## config.mk

```make
export PLATFORM = sky130hd
export DESIGN_NAME = cgc_regs_flat
export DESIGN_NICKNAME = d
export VERILOG_FILES = /design/src/design/cgc_pkg.sv /design/src/design/cgc_if.sv /design/src/design/cgc_regs.sv /design/src/flat_wrapper.sv
export SDC_FILE = /design/constraint.sdc
export NUM_CORES = 1
export LEC_CHECK = 0
export BUFFER_PORTS_ARGS = -buffer_cell sky130_fd_sc_hd__buf_2
export CAP_MARGIN = 20
export CORE_ASPECT_RATIO = 1.75
export CORE_UTILIZATION = 55
export DETAILED_ROUTE_END_ITERATION = 16
export PLACE_DENSITY = 0.84
export SETUP_SLACK_MARGIN = 0.3
export SYNTH_ARGS = -nofsm -noshare
export SYNTH_HDL_FRONTEND = slang
export SYNTH_SLANG_ARGS = --single-unit
```

## constraint.sdc

```tcl
create_clock -name mclk -period 3.85 [get_ports mclk]
set_clock_uncertainty 0.1 [all_clocks]
set_input_delay 0.5775 -clock mclk [delete_from_list [all_inputs] [get_ports mclk]]
set_output_delay 0.5775 -clock mclk [all_outputs]
set_load 0.01 [all_outputs]
```

## src/design/cgc_pkg.sv

```systemverilog
package cgc_pkg;
  // ***********************************************************
  // register offsets (byte offsets within the register space)
  // ***********************************************************
  localparam logic [17:0] OFS_CONFIG = 18'h00000;
  localparam logic [17:0] OFS_BASE = 18'h00008;
  localparam logic [17:0] OFS_CONTROL = 18'h00010;
  localparam logic [17:0] OFS_CUSTOM = 18'h00068;
  localparam logic [17:0] OFS_ACCESS = 18'h00120;
  localparam logic [17:0] OFS_PFT_A = 18'h00300;
  localparam logic [17:0] OFS_PFT_B = 18'h00308;
  localparam logic [17:0] OFS_SEM = 18'h00640;
  localparam logic [17:0] OFS_COH = 18'h020f8;
  localparam logic [17:0] OFS_COH_STEP = 18'h00100;
  localparam int MAX_CORES = 6;
  localparam int MAX_REQ = 8;
  // ***********************************************************
  // field positions
  // ***********************************************************
  localparam int CFG_CORES_LSB = 0;
  localparam int CFG_IOU_LSB = 8;
  localparam int CFG_MMIO_LSB = 16;
  localparam int CFG_AUX_LSB = 20;
  localparam int CFG_CLUS_LSB = 23;
  localparam int CFG_ITC_BIT = 31;
  localparam int CFG_CID_LSB = 32;
  localparam int CFG_DBU_BIT = 40;
  localparam int CFG_NOC_LSB = 41;
  localparam int BASE_LSB = 19;
  localparam int CTL_IOU_LIMIT_BIT = 12;
  localparam int CTL_IOU_BLOCK_BIT = 13;
  localparam int ACC_LSB = 16;
  localparam int PFTA_EN_BIT = 8;
  localparam int PFTB_CEN_BIT = 8;
  localparam int SEMAPHORE_LOCK_BIT_BIT = 31;
  localparam int CUST_PRESENT_BIT = 0;
  localparam int COHERENCE_ENABLE_BIT = 0;
  // ***********************************************************
  // reset values
  // ***********************************************************
  localparam logic [63:0] BASE_RST = 64'h0000_0000_1fb8_0000;
  localparam logic [63:0] ZERO64 = 64'h0;
  // requestor ids on the request path
  localparam logic [3:0] RQ_IOU_FLAG = 4'h8;
endpackage

```

## src/design/cgc_if.sv

```systemverilog
`timescale 1ns/1ps
`default_nettype none
interface cgc_if;
  logic req_valid;
  logic req_write;
  logic [3:0] req_src;
  logic [17:0] req_addr;
  logic [63:0] req_wdata;
  logic rsp_valid;
  logic [63:0] rsp_rdata;
  logic iou_mmio_block;
  logic iou_mmio_count;
  logic pft_enable;
  logic pft_code_en;
  logic [7:0] pft_port_sel;
  logic [5:0] coherence_enable;
  modport dev (
    input req_valid, req_write, req_src, req_addr, req_wdata,
    output rsp_valid, rsp_rdata, iou_mmio_block, iou_mmio_count,
    output pft_enable, pft_code_en, pft_port_sel, coherence_enable
  );
  modport req (
    output req_valid, req_write, req_src, req_addr, req_wdata,
    input rsp_valid, rsp_rdata, iou_mmio_block, iou_mmio_count,
    input pft_enable, pft_code_en, pft_port_sel, coherence_enable
  );
endinterface
`default_nettype wire

```

## src/design/cgc_regs.sv

```systemverilog
`timescale 1ns/1ps
`default_nettype none
module cgc_regs
  import cgc_pkg::*;
#(
  parameter int NUM_CORES = 6,
  parameter int NUM_IOU = 2,
  parameter int NUM_MMIO = 4,
  parameter int NUM_AUX = 4,
  parameter int NUM_CLUSTERS = 1,
  parameter int CLUSTER_ID = 0,
  parameter int NUM_PFT = 1,
  parameter bit ITC_PRESENT = 1'b0,
  parameter bit DBU_PRESENT = 1'b0,
  parameter int NOC_TYPE = 0,
  parameter bit CUSTOM_PRESENT = 1'b0
) (
  // clock and reset
  input wire logic mclk,
  input wire logic rst_b,
  // request path
  cgc_if.dev bus
);
  // ***********************************************************
  // build checks
  // ***********************************************************
  if (NUM_CORES > MAX_CORES || NUM_CORES + NUM_IOU > MAX_REQ) begin : g_req
    $error("bad requestor count");
  end
  if (NUM_PFT > 255 || NUM_CLUSTERS > 127 || CLUSTER_ID > 255) begin : g_cfg
    $error("bad config value");
  end
  if (NUM_MMIO > 15 || NUM_AUX > 7 || NOC_TYPE > 7) begin : g_fld
    $error("bad config value");
  end

  // ***********************************************************
  // configuration word
  // ***********************************************************
  wire logic [63:0] cfg_word;
  assign cfg_word = {20'h0, 3'(NOC_TYPE), DBU_PRESENT, 8'(CLUSTER_ID),
    ITC_PRESENT, 1'b0, 7'(NUM_CLUSTERS), 3'(NUM_AUX), 4'(NUM_MMIO),
    4'h0, 4'(NUM_IOU), 8'(NUM_CORES)};

  // ***********************************************************
  // decode
  // ***********************************************************
  logic [63:0] base_q;
  logic [1:0] ctl_q;
  logic [7:0] acc_q;
  logic prefetch_enable_bit_q;
  logic cen_q;
  logic [7:0] port_q;
  logic [31:0] sem_q;
  logic [5:0] coh_q;
  logic [63:0] rdata_q;
  logic rvalid_q;

  wire logic wr;
  wire logic rd_req;
  wire logic is_iou;
  wire logic iou_ok;
  wire logic [2:0] iou_idx;
  wire logic ctl_wr_ok;
  wire logic sem_drop;
  wire logic [17:0] coh_rel;
  wire logic coh_hit;
  wire logic [2:0] coh_idx;
  wire logic [7:0] port_mask;
  logic [63:0] rd_mux;

  assign wr = bus.req_valid && bus.req_write;
  assign rd_req = bus.req_valid && !bus.req_write;
  assign is_iou = bus.req_src[3];
  assign iou_idx = bus.req_src[2:0];
  assign iou_ok = acc_q[iou_idx];
  assign ctl_wr_ok = !is_iou || iou_ok;
  assign sem_drop = bus.req_wdata[SEMAPHORE_LOCK_BIT_BIT] &&
    sem_q[SEMAPHORE_LOCK_BIT_BIT];
  assign coh_rel = bus.req_addr - OFS_COH;
  assign coh_hit = bus.req_addr >= OFS_COH && coh_rel[7:0] == 8'h00 &&
    coh_rel[17:8] < 10'(NUM_CORES);
  assign coh_idx = coh_rel[10:8];
  assign port_mask = 8'((9'h1 << (NUM_CORES + NUM_IOU)) - 9'h1);

  always_comb begin
    rd_mux = ZERO64;
    if (coh_hit) begin
      rd_mux[COHERENCE_ENABLE_BIT] = coh_q[coh_idx];
    end else begin
      case (bus.req_addr)
        OFS_CONFIG: rd_mux = cfg_word;
        OFS_BASE: rd_mux = base_q;
        OFS_CONTROL: begin
          rd_mux[CTL_IOU_LIMIT_BIT] = ctl_q[0];
          rd_mux[CTL_IOU_BLOCK_BIT] = ctl_q[1];
        end
        OFS_CUSTOM: rd_mux[CUST_PRESENT_BIT] = CUSTOM_PRESENT;
        OFS_ACCESS: rd_mux[ACC_LSB +: 8] = acc_q;
        OFS_PFT_A: begin
          rd_mux[7:0] = 8'(NUM_PFT);
          rd_mux[PFTA_EN_BIT] = prefetch_enable_bit_q;
        end
        OFS_PFT_B: begin
          rd_mux[7:0] = port_q;
          rd_mux[PFTB_CEN_BIT] = cen_q;
        end
        OFS_SEM: rd_mux[31:0] = sem_q;
        default: rd_mux = ZERO64;
      endcase
    end
  end

  // ***********************************************************
  // registers
  // ***********************************************************
  always_ff @(posedge mclk or negedge rst_b) begin
    if (!rst_b) begin
      base_q <= BASE_RST;
      ctl_q <= 2'h0;
      acc_q <= 8'h00;
      prefetch_enable_bit_q <= 1'b0;
      cen_q <= 1'b0;
      port_q <= 8'h00;
      sem_q <= 32'h0;
      coh_q <= 6'h00;
    end else if (wr) begin
      if (coh_hit) begin
        coh_q[coh_idx] <= bus.req_wdata[COHERENCE_ENABLE_BIT];
      end
      case (bus.req_addr)
        OFS_BASE: begin
          base_q <= {16'h0, bus.req_wdata[47:BASE_LSB],
            19'h0};
        end
        OFS_CONTROL: begin
          if (ctl_wr_ok) begin
            ctl_q <= {bus.req_wdata[CTL_IOU_BLOCK_BIT],
              bus.req_wdata[CTL_IOU_LIMIT_BIT]};
          end
        end
        OFS_ACCESS: begin
          if (ctl_wr_ok) begin
            acc_q <= bus.req_wdata[ACC_LSB +: 8];
          end
        end
        OFS_PFT_A: prefetch_enable_bit_q <= bus.req_wdata[PFTA_EN_BIT];
        OFS_PFT_B: begin
          port_q <= bus.req_wdata[7:0] & port_mask;
          cen_q <= bus.req_wdata[PFTB_CEN_BIT];
        end
        OFS_SEM: begin
          if (!sem_drop) begin
            sem_q <= bus.req_wdata[31:0];
          end
        end
        default: begin
        end
      endcase
    end
  end

  always_ff @(posedge mclk or negedge rst_b) begin
    if (!rst_b) begin
      rvalid_q <= 1'b0;
      rdata_q <= ZERO64;
    end else begin
      rvalid_q <= rd_req;
      rdata_q <= rd_req ? rd_mux : ZERO64;
    end
  end

  // ***********************************************************
  // outputs
  // ***********************************************************
  assign bus.rsp_valid = rvalid_q;
  assign bus.rsp_rdata = rdata_q;
  assign bus.iou_mmio_block = ctl_q[1];
  assign bus.iou_mmio_count = ctl_q[0] && !ctl_q[1];
  assign bus.pft_enable = prefetch_enable_bit_q && (NUM_PFT != 0);
  assign bus.pft_code_en = cen_q;
  assign bus.pft_port_sel = port_q;
  assign bus.coherence_enable = coh_q;
endmodule
`default_nettype wire

```

## src/flat_wrapper.sv

```systemverilog
// flat-port wrapper written by rule: the top's interface ports become plain ports
module cgc_regs_flat import cgc_pkg::*;
#(
  parameter int NUM_CORES = 6,
  parameter int NUM_IOU = 2,
  parameter int NUM_MMIO = 4,
  parameter int NUM_AUX = 4,
  parameter int NUM_CLUSTERS = 1,
  parameter int CLUSTER_ID = 0,
  parameter int NUM_PFT = 1,
  parameter bit ITC_PRESENT = 1'b0,
  parameter bit DBU_PRESENT = 1'b0,
  parameter int NOC_TYPE = 0,
  parameter bit CUSTOM_PRESENT = 1'b0
)
  (mclk, rst_b, bus_req_valid, bus_req_write, bus_req_src, bus_req_addr, bus_req_wdata, bus_rsp_valid, bus_rsp_rdata, bus_iou_mmio_block, bus_iou_mmio_count, bus_pft_enable, bus_pft_code_en, bus_pft_port_sel, bus_coherence_enable);
  cgc_if bus_i ();
  input wire logic mclk;
  input wire logic rst_b;
  input wire logic [$bits(bus_i.req_valid)-1:0] bus_req_valid;
  input wire logic [$bits(bus_i.req_write)-1:0] bus_req_write;
  input wire logic [$bits(bus_i.req_src)-1:0] bus_req_src;
  input wire logic [$bits(bus_i.req_addr)-1:0] bus_req_addr;
  input wire logic [$bits(bus_i.req_wdata)-1:0] bus_req_wdata;
  output wire logic [$bits(bus_i.rsp_valid)-1:0] bus_rsp_valid;
  output wire logic [$bits(bus_i.rsp_rdata)-1:0] bus_rsp_rdata;
  output wire logic [$bits(bus_i.iou_mmio_block)-1:0] bus_iou_mmio_block;
  output wire logic [$bits(bus_i.iou_mmio_count)-1:0] bus_iou_mmio_count;
  output wire logic [$bits(bus_i.pft_enable)-1:0] bus_pft_enable;
  output wire logic [$bits(bus_i.pft_code_en)-1:0] bus_pft_code_en;
  output wire logic [$bits(bus_i.pft_port_sel)-1:0] bus_pft_port_sel;
  output wire logic [$bits(bus_i.coherence_enable)-1:0] bus_coherence_enable;
  assign bus_i.req_valid = bus_req_valid;
  assign bus_i.req_write = bus_req_write;
  assign bus_i.req_src = bus_req_src;
  assign bus_i.req_addr = bus_req_addr;
  assign bus_i.req_wdata = bus_req_wdata;
  assign bus_rsp_valid = bus_i.rsp_valid;
  assign bus_rsp_rdata = bus_i.rsp_rdata;
  assign bus_iou_mmio_block = bus_i.iou_mmio_block;
  assign bus_iou_mmio_count = bus_i.iou_mmio_count;
  assign bus_pft_enable = bus_i.pft_enable;
  assign bus_pft_code_en = bus_i.pft_code_en;
  assign bus_pft_port_sel = bus_i.pft_port_sel;
  assign bus_coherence_enable = bus_i.coherence_enable;
  cgc_regs #(.NUM_CORES(NUM_CORES), .NUM_IOU(NUM_IOU), .NUM_MMIO(NUM_MMIO), .NUM_AUX(NUM_AUX), .NUM_CLUSTERS(NUM_CLUSTERS), .CLUSTER_ID(CLUSTER_ID), .NUM_PFT(NUM_PFT), .ITC_PRESENT(ITC_PRESENT), .DBU_PRESENT(DBU_PRESENT), .NOC_TYPE(NOC_TYPE), .CUSTOM_PRESENT(CUSTOM_PRESENT)) u_core (.mclk(mclk), .rst_b(rst_b), .bus(bus_i));
endmodule
```

==> metrics.md, run 1 <==
| Metric | Value |
|---|---|
| Outcome | complete, no violations |
| Total Routing Usage GR | 26.11% |
| First-pass GRT wire length | 22.70 mm |
| Clk pin slew, worst setup/hold paths | 0.06 ns |
| Root buf cell | clkbuf_16 |
| Clock power frac | 54.5% |
| Final Power | 3.508 mW |
| Share of the synthesized area in the top cell type | 51.75% |
| CTS Sinks | 136 |
| H-tree levels | 4 |
| Fin crit share | 69.83% |
| IO Port Bufs | 140 |
| Peak supply drop | 382.3 µV |
| Async set-or-reset flop fraction in the synthesized netlist | 100.0% |
| Worst slew margin | 40.82% |
| Vias per cell | 5.811 |
| Detailed Place HPWL | 10.09 mm |
| Post-CTS Setup Bufs | 0 |
| Final setup violation count | 0 |
| Mapped Cells | 470 |
| Max Cap Viol | 0 |
| Slowest CP cell | xnor2_1 |
| Initial core utilization | 57.07% |
| Die Span Y | 141.8 µm |
| Fmax | 372.0 MHz |
| Vias in the first global route | 4,638 |
| Chip Width | 81.88 µm |
| Area leader, netlist | dfrtp_1 |
| FF-to-FF setup slack | 1.72 ns |
| Synthesized area per cell | 13.07 µm² |
| Drt drc | 0 |
| CORE AREA | 10,760 µm² |
| Least-Margin Pin Slew | 0.8781 ns |
| Synthesis warning total | 0 |
| Wire per inst | 18.83 µm |
| Cell Rows | 50 |
| CTS tree | built |
| Largest net degree at the start of global routing | 122 |
| Post-synth EDFFs | 0 |
| Crit-path cells | buf_2 -> ha_1 -> a41oi_1 -> xnor2_1 -> nand2_1 -> or3_1 -> nor3_1 -> mux2_2 |
| Via Count | 4,416 |
| Synthesized area | 6141 µm² |
| Grt total ovfl | 0 |
| CP Launch Type | input pin |
| Top delay family on crit path | simple AND/OR/NAND/NOR gates |
| Worst skew pair latency | 0.40 ns |
| Pins over their slew limit | 0 |
| Max clock buf depth | 2 |
| Crit path required time | 4.04 ns |
| Cell Int Power | 2.777 mW |
| Final hold violations | 0 |
| CTS-repair resized insts | 0 |
| Initial antenna violation count | 0 |
| CP max FO | 10 |
| Final WL | 14.31 mm |
| CTS Hold Bufs | 0 |
| Most frequent cell after synthesis | dfrtp_1 |
| Sequential area share after synthesis | 55.60% |
| Pwr per Cell Area | 461.8 nW/µm² |
| Leakage | 3.874 nW |
| Synth top cells by count | 127 x dfrtp_1, 44 x mux2_1, 43 x mux2_2 |
| IO Pins | 173 |
| Setup CP Type | input pin to flop |
| Worst hold-check path type | input pin to flop |
| Worst Path Buf+Inv | 1 |
| Number of synthesized register bits | 136 |
| ANT nets after route | 0 |
| Flop pwr share | 40.8% |
| Nets | 708 |
| Ant diodes | 0 |
| Critical path's largest stage delay | 0.43 ns |
| RSZ-0062 raised after global routing | no |
| Util after Layout | 70.58% |
| Synth cell types | 67 |
| DIE AREA | 11,610 µm² |
| Share of layout cells above drive strength 1 | 40.00% |
| Switching share of power | 20.82% |
| Switch Pwr | 0.7304 mW |
| Crit path DAT | 2.88 ns |
| Post-synthesis to final-layout area growth | 23.68% |
| DRT iter0 DRCs | 208 |
| TNS Setup | 0 ns |
| Synth top area cells | dfrtp_1 52%, mux2_1 8.1%, mux2_2 7.9%, dfstp_2 3.9%, and2_1 2.3% |
| Dominant synthesized flop cell | dfrtp_1 |
| Critical path capture point type | flop |
| Filler cells | 779 |
| DR pass1 iterations | 6 |
| Comb power frac | 4.7% |
| Global placement routability congestion | 0.8580 |
| CTS buffer count | 17 |
| Final Critical Period | 2.688 ns |
==> power groups by stage <==
stage | sequential (mW) | combinational [mW] | clock (mW)
CTS | 1.43 | 0.162 | 1.93
detailed placement | 1.46 | 0.161 | 0
global route | 1.43 | 0.185 | 2.00
global placement | 1.46 | 0.156 | 0
finish | 1.43 | 0.166 | 1.91
floorplan | 1.46 | 0.0811 | 0
==> layout make-up <==
| cell class | count | area [µm²] | area share (%) |
|---|---|---|---|
| clock buffers | 18 | 429.2 | 5.651 |
| clock inverters | 14 | 266.5 | 3.509 |
| inverters | 3 | 11.26 | 0.1483 |
| multi-input cells | 309 | 2506 | 33.00 |
| flip-flops and latches | 136 | 3415 | 44.96 |
| well taps | 130 | 162.7 | 2.142 |
| repair buffers | 150 | 804.5 | 10.59 |
==> state kept, by name, summed over array words and instances, names as in the netlist <==
register                     count
u_core.sem_q                    32
u_core.bus.coherence_enable      6
u_core.bus.pft_code_en           1
u_core.bus.pft_port_sel          8
u_core.base_q                   29
u_core.bus.rsp_valid             1
u_core.acc_q                     8
u_core.ctl_q                     2
u_core.bus.rsp_rdata            48
u_core.bus.pft_enable            1
==> worst register-to-register path: stages (launching register included) <==
cell and delay (ns):
dfrtp_1 0.40, mux4_2 0.49, mux2i_1 0.19, a21oi_1 0.14
nand2_1 0.31, mux2_2 0.39
==> per-stage QoR <==
step	cell area (µm²)	setup slack, ns	cells	hold WS [ns]
finish	7595	1.162	760	0.2925
global route	7595	0.9703	760	0.2773
CTS	7557	1.198	758	0.2758
detailed placement	6862	0.7711	726	0.3591
global placement	6862	0.8249	726	0.3516
floorplan	6197	1.225	485	0.1819
==> routing by layer <==
metal  part of all wire (%)  global-route usage, %  wire length [µm]
met1                     36                  27.57              5177
met5                      0                      0                 0
met3                    4.4                  5.531               636
met4                    2.4                  10.53               337
met2                     57                  48.28              8162
==> placed cells by master, fill, tap and decap left out, drive strengths merged, types with 3 or more instances in the layout <==
master and instances:
a211oi 4, nand3 8, a22oi 6, nand4 4, xnor2 3, a22o 13, nor2b 3, inv 8
a222oi 4, nor3b 4, nand2b 3, and3 4, or3 5, o21ai 8, dfstp 9, nor3 17
buf 149, conb 16, dfrtp 127, mux2 87, nor2 18, clkbuf 18, bufinv 7, and2 24
a21oi 11, nor4 10, a221oi 4, nand2 18
==> worst paths after layout <==
kind | startpoint | to | depth (start not counted)
max reg2reg | u_core.acc_q[3]$_DFFE_PN0P_ | u_core.acc_q[4]$_DFFE_PN0P_ | 5
min reg2reg | u_core.base_q[45]$_DFFE_PN0P_ | u_core.bus.rsp_rdata[45]$_DFF_PN0_ | 1
max in group asynchronous | rst_b | u_core.base_q[24]$_DFFE_PN1P_ | 3
max | bus_req_addr[4] | u_core.bus.coherence_enable[4]$_DFFE_PN0P_ | 8
min | bus_req_wdata[10] | u_core.sem_q[10]$_DFFE_PN0P_ | 2
min in group asynchronous | rst_b | u_core.bus.rsp_rdata[10]$_DFF_PN0_ | 2
==> logic make-up (layout without fill, tap and decap cells) <==
kind of cell | Yosys count | count (layout) | synth area share (%)
compound gates | 72 | 72 | 9.597
xor+xnor | 4 | 4 | 0.5706
fa+ha+maj | 1 | 1 | 0.2037
buf+inv | 40 | 185 | 4.543
flops | 136 | 136 | 55.60
mux | 90 | 90 | 16.85
other cells | 1 | 16 | 0.06107
simple gates | 126 | 126 | 12.57
(Power assumes the default switching activity.)
==> inputs of run 2 (changes only) <==
- CORE_UTILIZATION: 55 -> 47
- PLACE_DENSITY: 0.84 -> 0.76
- clock period: 3.85 -> 2.17 ns (I/O delays scaled with it)
==> run 2 against run 1 <==
Net effect: the flow now finishes with violations (setup timing); global-route usage up 0.47 points; critical path depth rose by 1; wire length increased by 32%; register-to-register slack lost 1.5 ns; non-clock buffer count grew 116; first-iteration DRC count rose by 28%; critical path type unchanged; largest cell class unchanged.
==> metrics.md, run 2 (synthesis gave the netlist of run 1 again) <==
| Metric | Value |
|---|---|
| Outcome | finished, violations left |
| Failing checks | setup timing |
| Top delay family on crit path | compound AO/OA/AOI/OAI gates |
| Crit path required time | 2.37 ns |
| ANT nets after route | 0 |
| CTS Sinks | 136 |
| Crit path from | bus_req_addr[7] |
| Worst Path Buf+Inv | 3 |
| Initial core utilization | 48.60% |
| Peak supply drop | 435.4 µV |
| Setup WS pre-CTS | -0.4871 ns |
| Max Cap Viol | 0 |
| Leakage | 4.696 nW |
| Slowest CP cell | o211ai_1 |
| Final hold violations | 0 |
| H-tree levels | 4 |
| Vias in the first global route | 5,316 |
| Fmax | 457.2 MHz |
| Commonest non-fill, non-tap cell in the layout | buf_2 |
| Met2 Track Usage GR | 49.30% |
| Via Count | 5,000 |
| Cell Rows | 54 |
| Wire per inst | 20.68 µm |
| Vias per cell | 5.464 |
| CTS buffer count | 17 |
| CORE AREA | 12,630 µm² |
| Chip Width | 88.41 µm |
| Hold path startpoint | bus_req_wdata[11] |
| Worst slew margin | 58.61% |
| Crit Reg-Reg Startpoint | u_core.acc_q[3]$_DFFE_PN0P_ |
| Final setup violation count | 2 |
| Drt drc | 0 |
| Crit path DAT | 2.39 ns |
| Setup CP Type | input pin to flop |
| Die Span Y | 153.2 µm |
| Clk pin slew, worst setup/hold paths | 0.06 ns |
| Worst skew pair latency | 0.41 ns |
| DRT iter0 DRCs | 267 |
| Least-Margin Pin Slew | 0.6188 ns |
| GR peak layer | met2 |
| Root buf cell | clkbuf_16 |
| Max clock buf depth | 2 |
| Share of layout cells above drive strength 1 | 61.13% |
| Inst Count DP | 847 |
| CP Launch Type | input pin |
| CP max FO | 8 |
| Largest net degree at the start of global routing | 56 |
| Util after Layout | 74.98% |
| CTS tree | built |
| PnR worst setup slack | -0.01715 ns |
| Total Routing Usage GR | 26.58% |
| Detailed Place HPWL | 11.72 mm |
| Grt total ovfl | 0 |
| Final Critical Period | 2.187 ns |
| Crit-path cells | clkbuf_4 -> buf_4 -> and3_2 -> a211oi_2 -> o211ai_1 -> o2111ai_4 -> buf_4 -> nor4_4 -> mux2_4 |
| Post-Layout Cell Count | 915 |
| Pins over their slew limit | 0 |
| Pwr per Cell Area | 630.7 nW/µm² |
| Most used cell, CP | buf_4 |
| RSZ-0062 raised after global routing | yes |
| Number of flip-flops under the largest register name | 48 |
| IO Port Bufs | 140 |
| Most frequent cells in the layout | 130 x buf_2, 127 x dfrtp_1, 94 x buf_4 |
| Filler cells | 812 |
| IO Pins | 173 |
| Fin crit share | 100.8% |
| Register area | 3415 µm² |
| Worst hold-check path type | input pin to flop |
| Nets | 824 |
| TNS Setup | -0.03227 ns |
| Final WL | 18.93 mm |
| Post-synthesis to final-layout area growth | 54.26% |
| DIE AREA | 13,540 µm² |
| First-pass GRT wire length | 26.87 mm |
| Met1 Track Usage GR | 27.08% |
| Global placement routability congestion | 0.8733 |
| DR pass1 iterations | 5 |
| Initial antenna violation count | 1 |
| Critical path capture point type | flop |
| Footprint of the multi-input gates | 3229 µm² |
| M3 GR Usage | 5.292% |
| Critical path's largest stage delay | 0.38 ns |
==> run 2: changes by cell type in the layout (fill, tap and decap cells not counted), sizes merged <==
| cell | change |
|---|---|
| bufinv | -4 |
| buf | +112 |
| clkinvlp | +2 |
| clkbuf | +3 |
| diode | +1 |
| clkinv | +6 |
| inv | -3 |
==> run 2: worst paths after layout <==
| kind | end | slack, ns | depth (start not counted) |
|---|---|---|---|
| hold / removal | u_core.sem_q[11]$_DFFE_PN0P_ | 0.04 | 2 |
| max in group asynchronous | u_core.bus.pft_port_sel[7]$_DFFE_PN0P_ | 0.94 | 3 |
| setup reg to reg | u_core.ctl_q[0]$_DFFE_PN0P_ | 0.20 | 5 |
| setup / recovery | u_core.bus.coherence_enable[1]$_DFFE_PN0P_ | -0.02 | 9 |
| min in group asynchronous | u_core.bus.rsp_rdata[32]$_DFF_PN0_ | 0.33 | 2 |
| hold reg to reg | u_core.bus.rsp_rdata[46]$_DFF_PN0_ | 0.39 | 1 |
==> run 2: stage by stage <==
stage | power [mW] | instance area [µm²] | hold WS [ns]
floorplan | 2.736 | 6316 | -0.07009
global placement | 2.966 | 7694 | 0.1979
detailed placement | 2.974 | 7694 | 0.1979
CTS | 5.930 | 8823 | 0.01067
global route | 6.140 | 9473 | 0.03563
finish | 5.975 | 9473 | 0.04249
==> run 2: cell type report <==
cell class                      instances  area share (%)
Clock inverter                         15           1.862
Clock buffer                           17           4.491
Antenna cell                            1         0.02642
Multi-Input combinational cell        309           34.09
Inverter                                3          0.1189
Sequential cell                       136           36.05
Tap cell                              168           2.219
Timing Repair Buffer                  266           21.15
==> run 2: power breakdown <==
group	total, mW	internal, mW	switching (mW)
combinational	0.499	0.221	0.278
sequential	2.54	2.54	0.000210
clock	2.94	1.81	1.13
total	5.97	4.57	1.41
==> run 2: worst reg2reg max path: stages, from the launching register on <==
cell and delay (ns):
dfrtp_1 0.40, mux4_2 0.51, mux2i_4 0.21, a21oi_4 0.09
nand4_1 0.21, mux2_4 0.33
==> run 2: timing repair <==
| item | 4_1_cts | 5_1_grt |
|---|---|---|
| setup endpoints to repair | 75 | 91 |
| buffers inserted | 11 | 16 |
| hold buffers | 1 | 0 |
| pin swaps | 16 | 24 |
| gates cloned | 4 | 3 |
| gates resized for setup | 83 | 107 |
| hold endpoints to repair | 48 | 0 |
==> run 2: metal layers <==
metal	share of wire, %	vias to the layer above	routed length (µm)
met1	35	2552	6611
met2	58	175	11010
li1	-	2233	-
met4	3.7	0	699
met5	0	-	0
met3	3.2	40	609
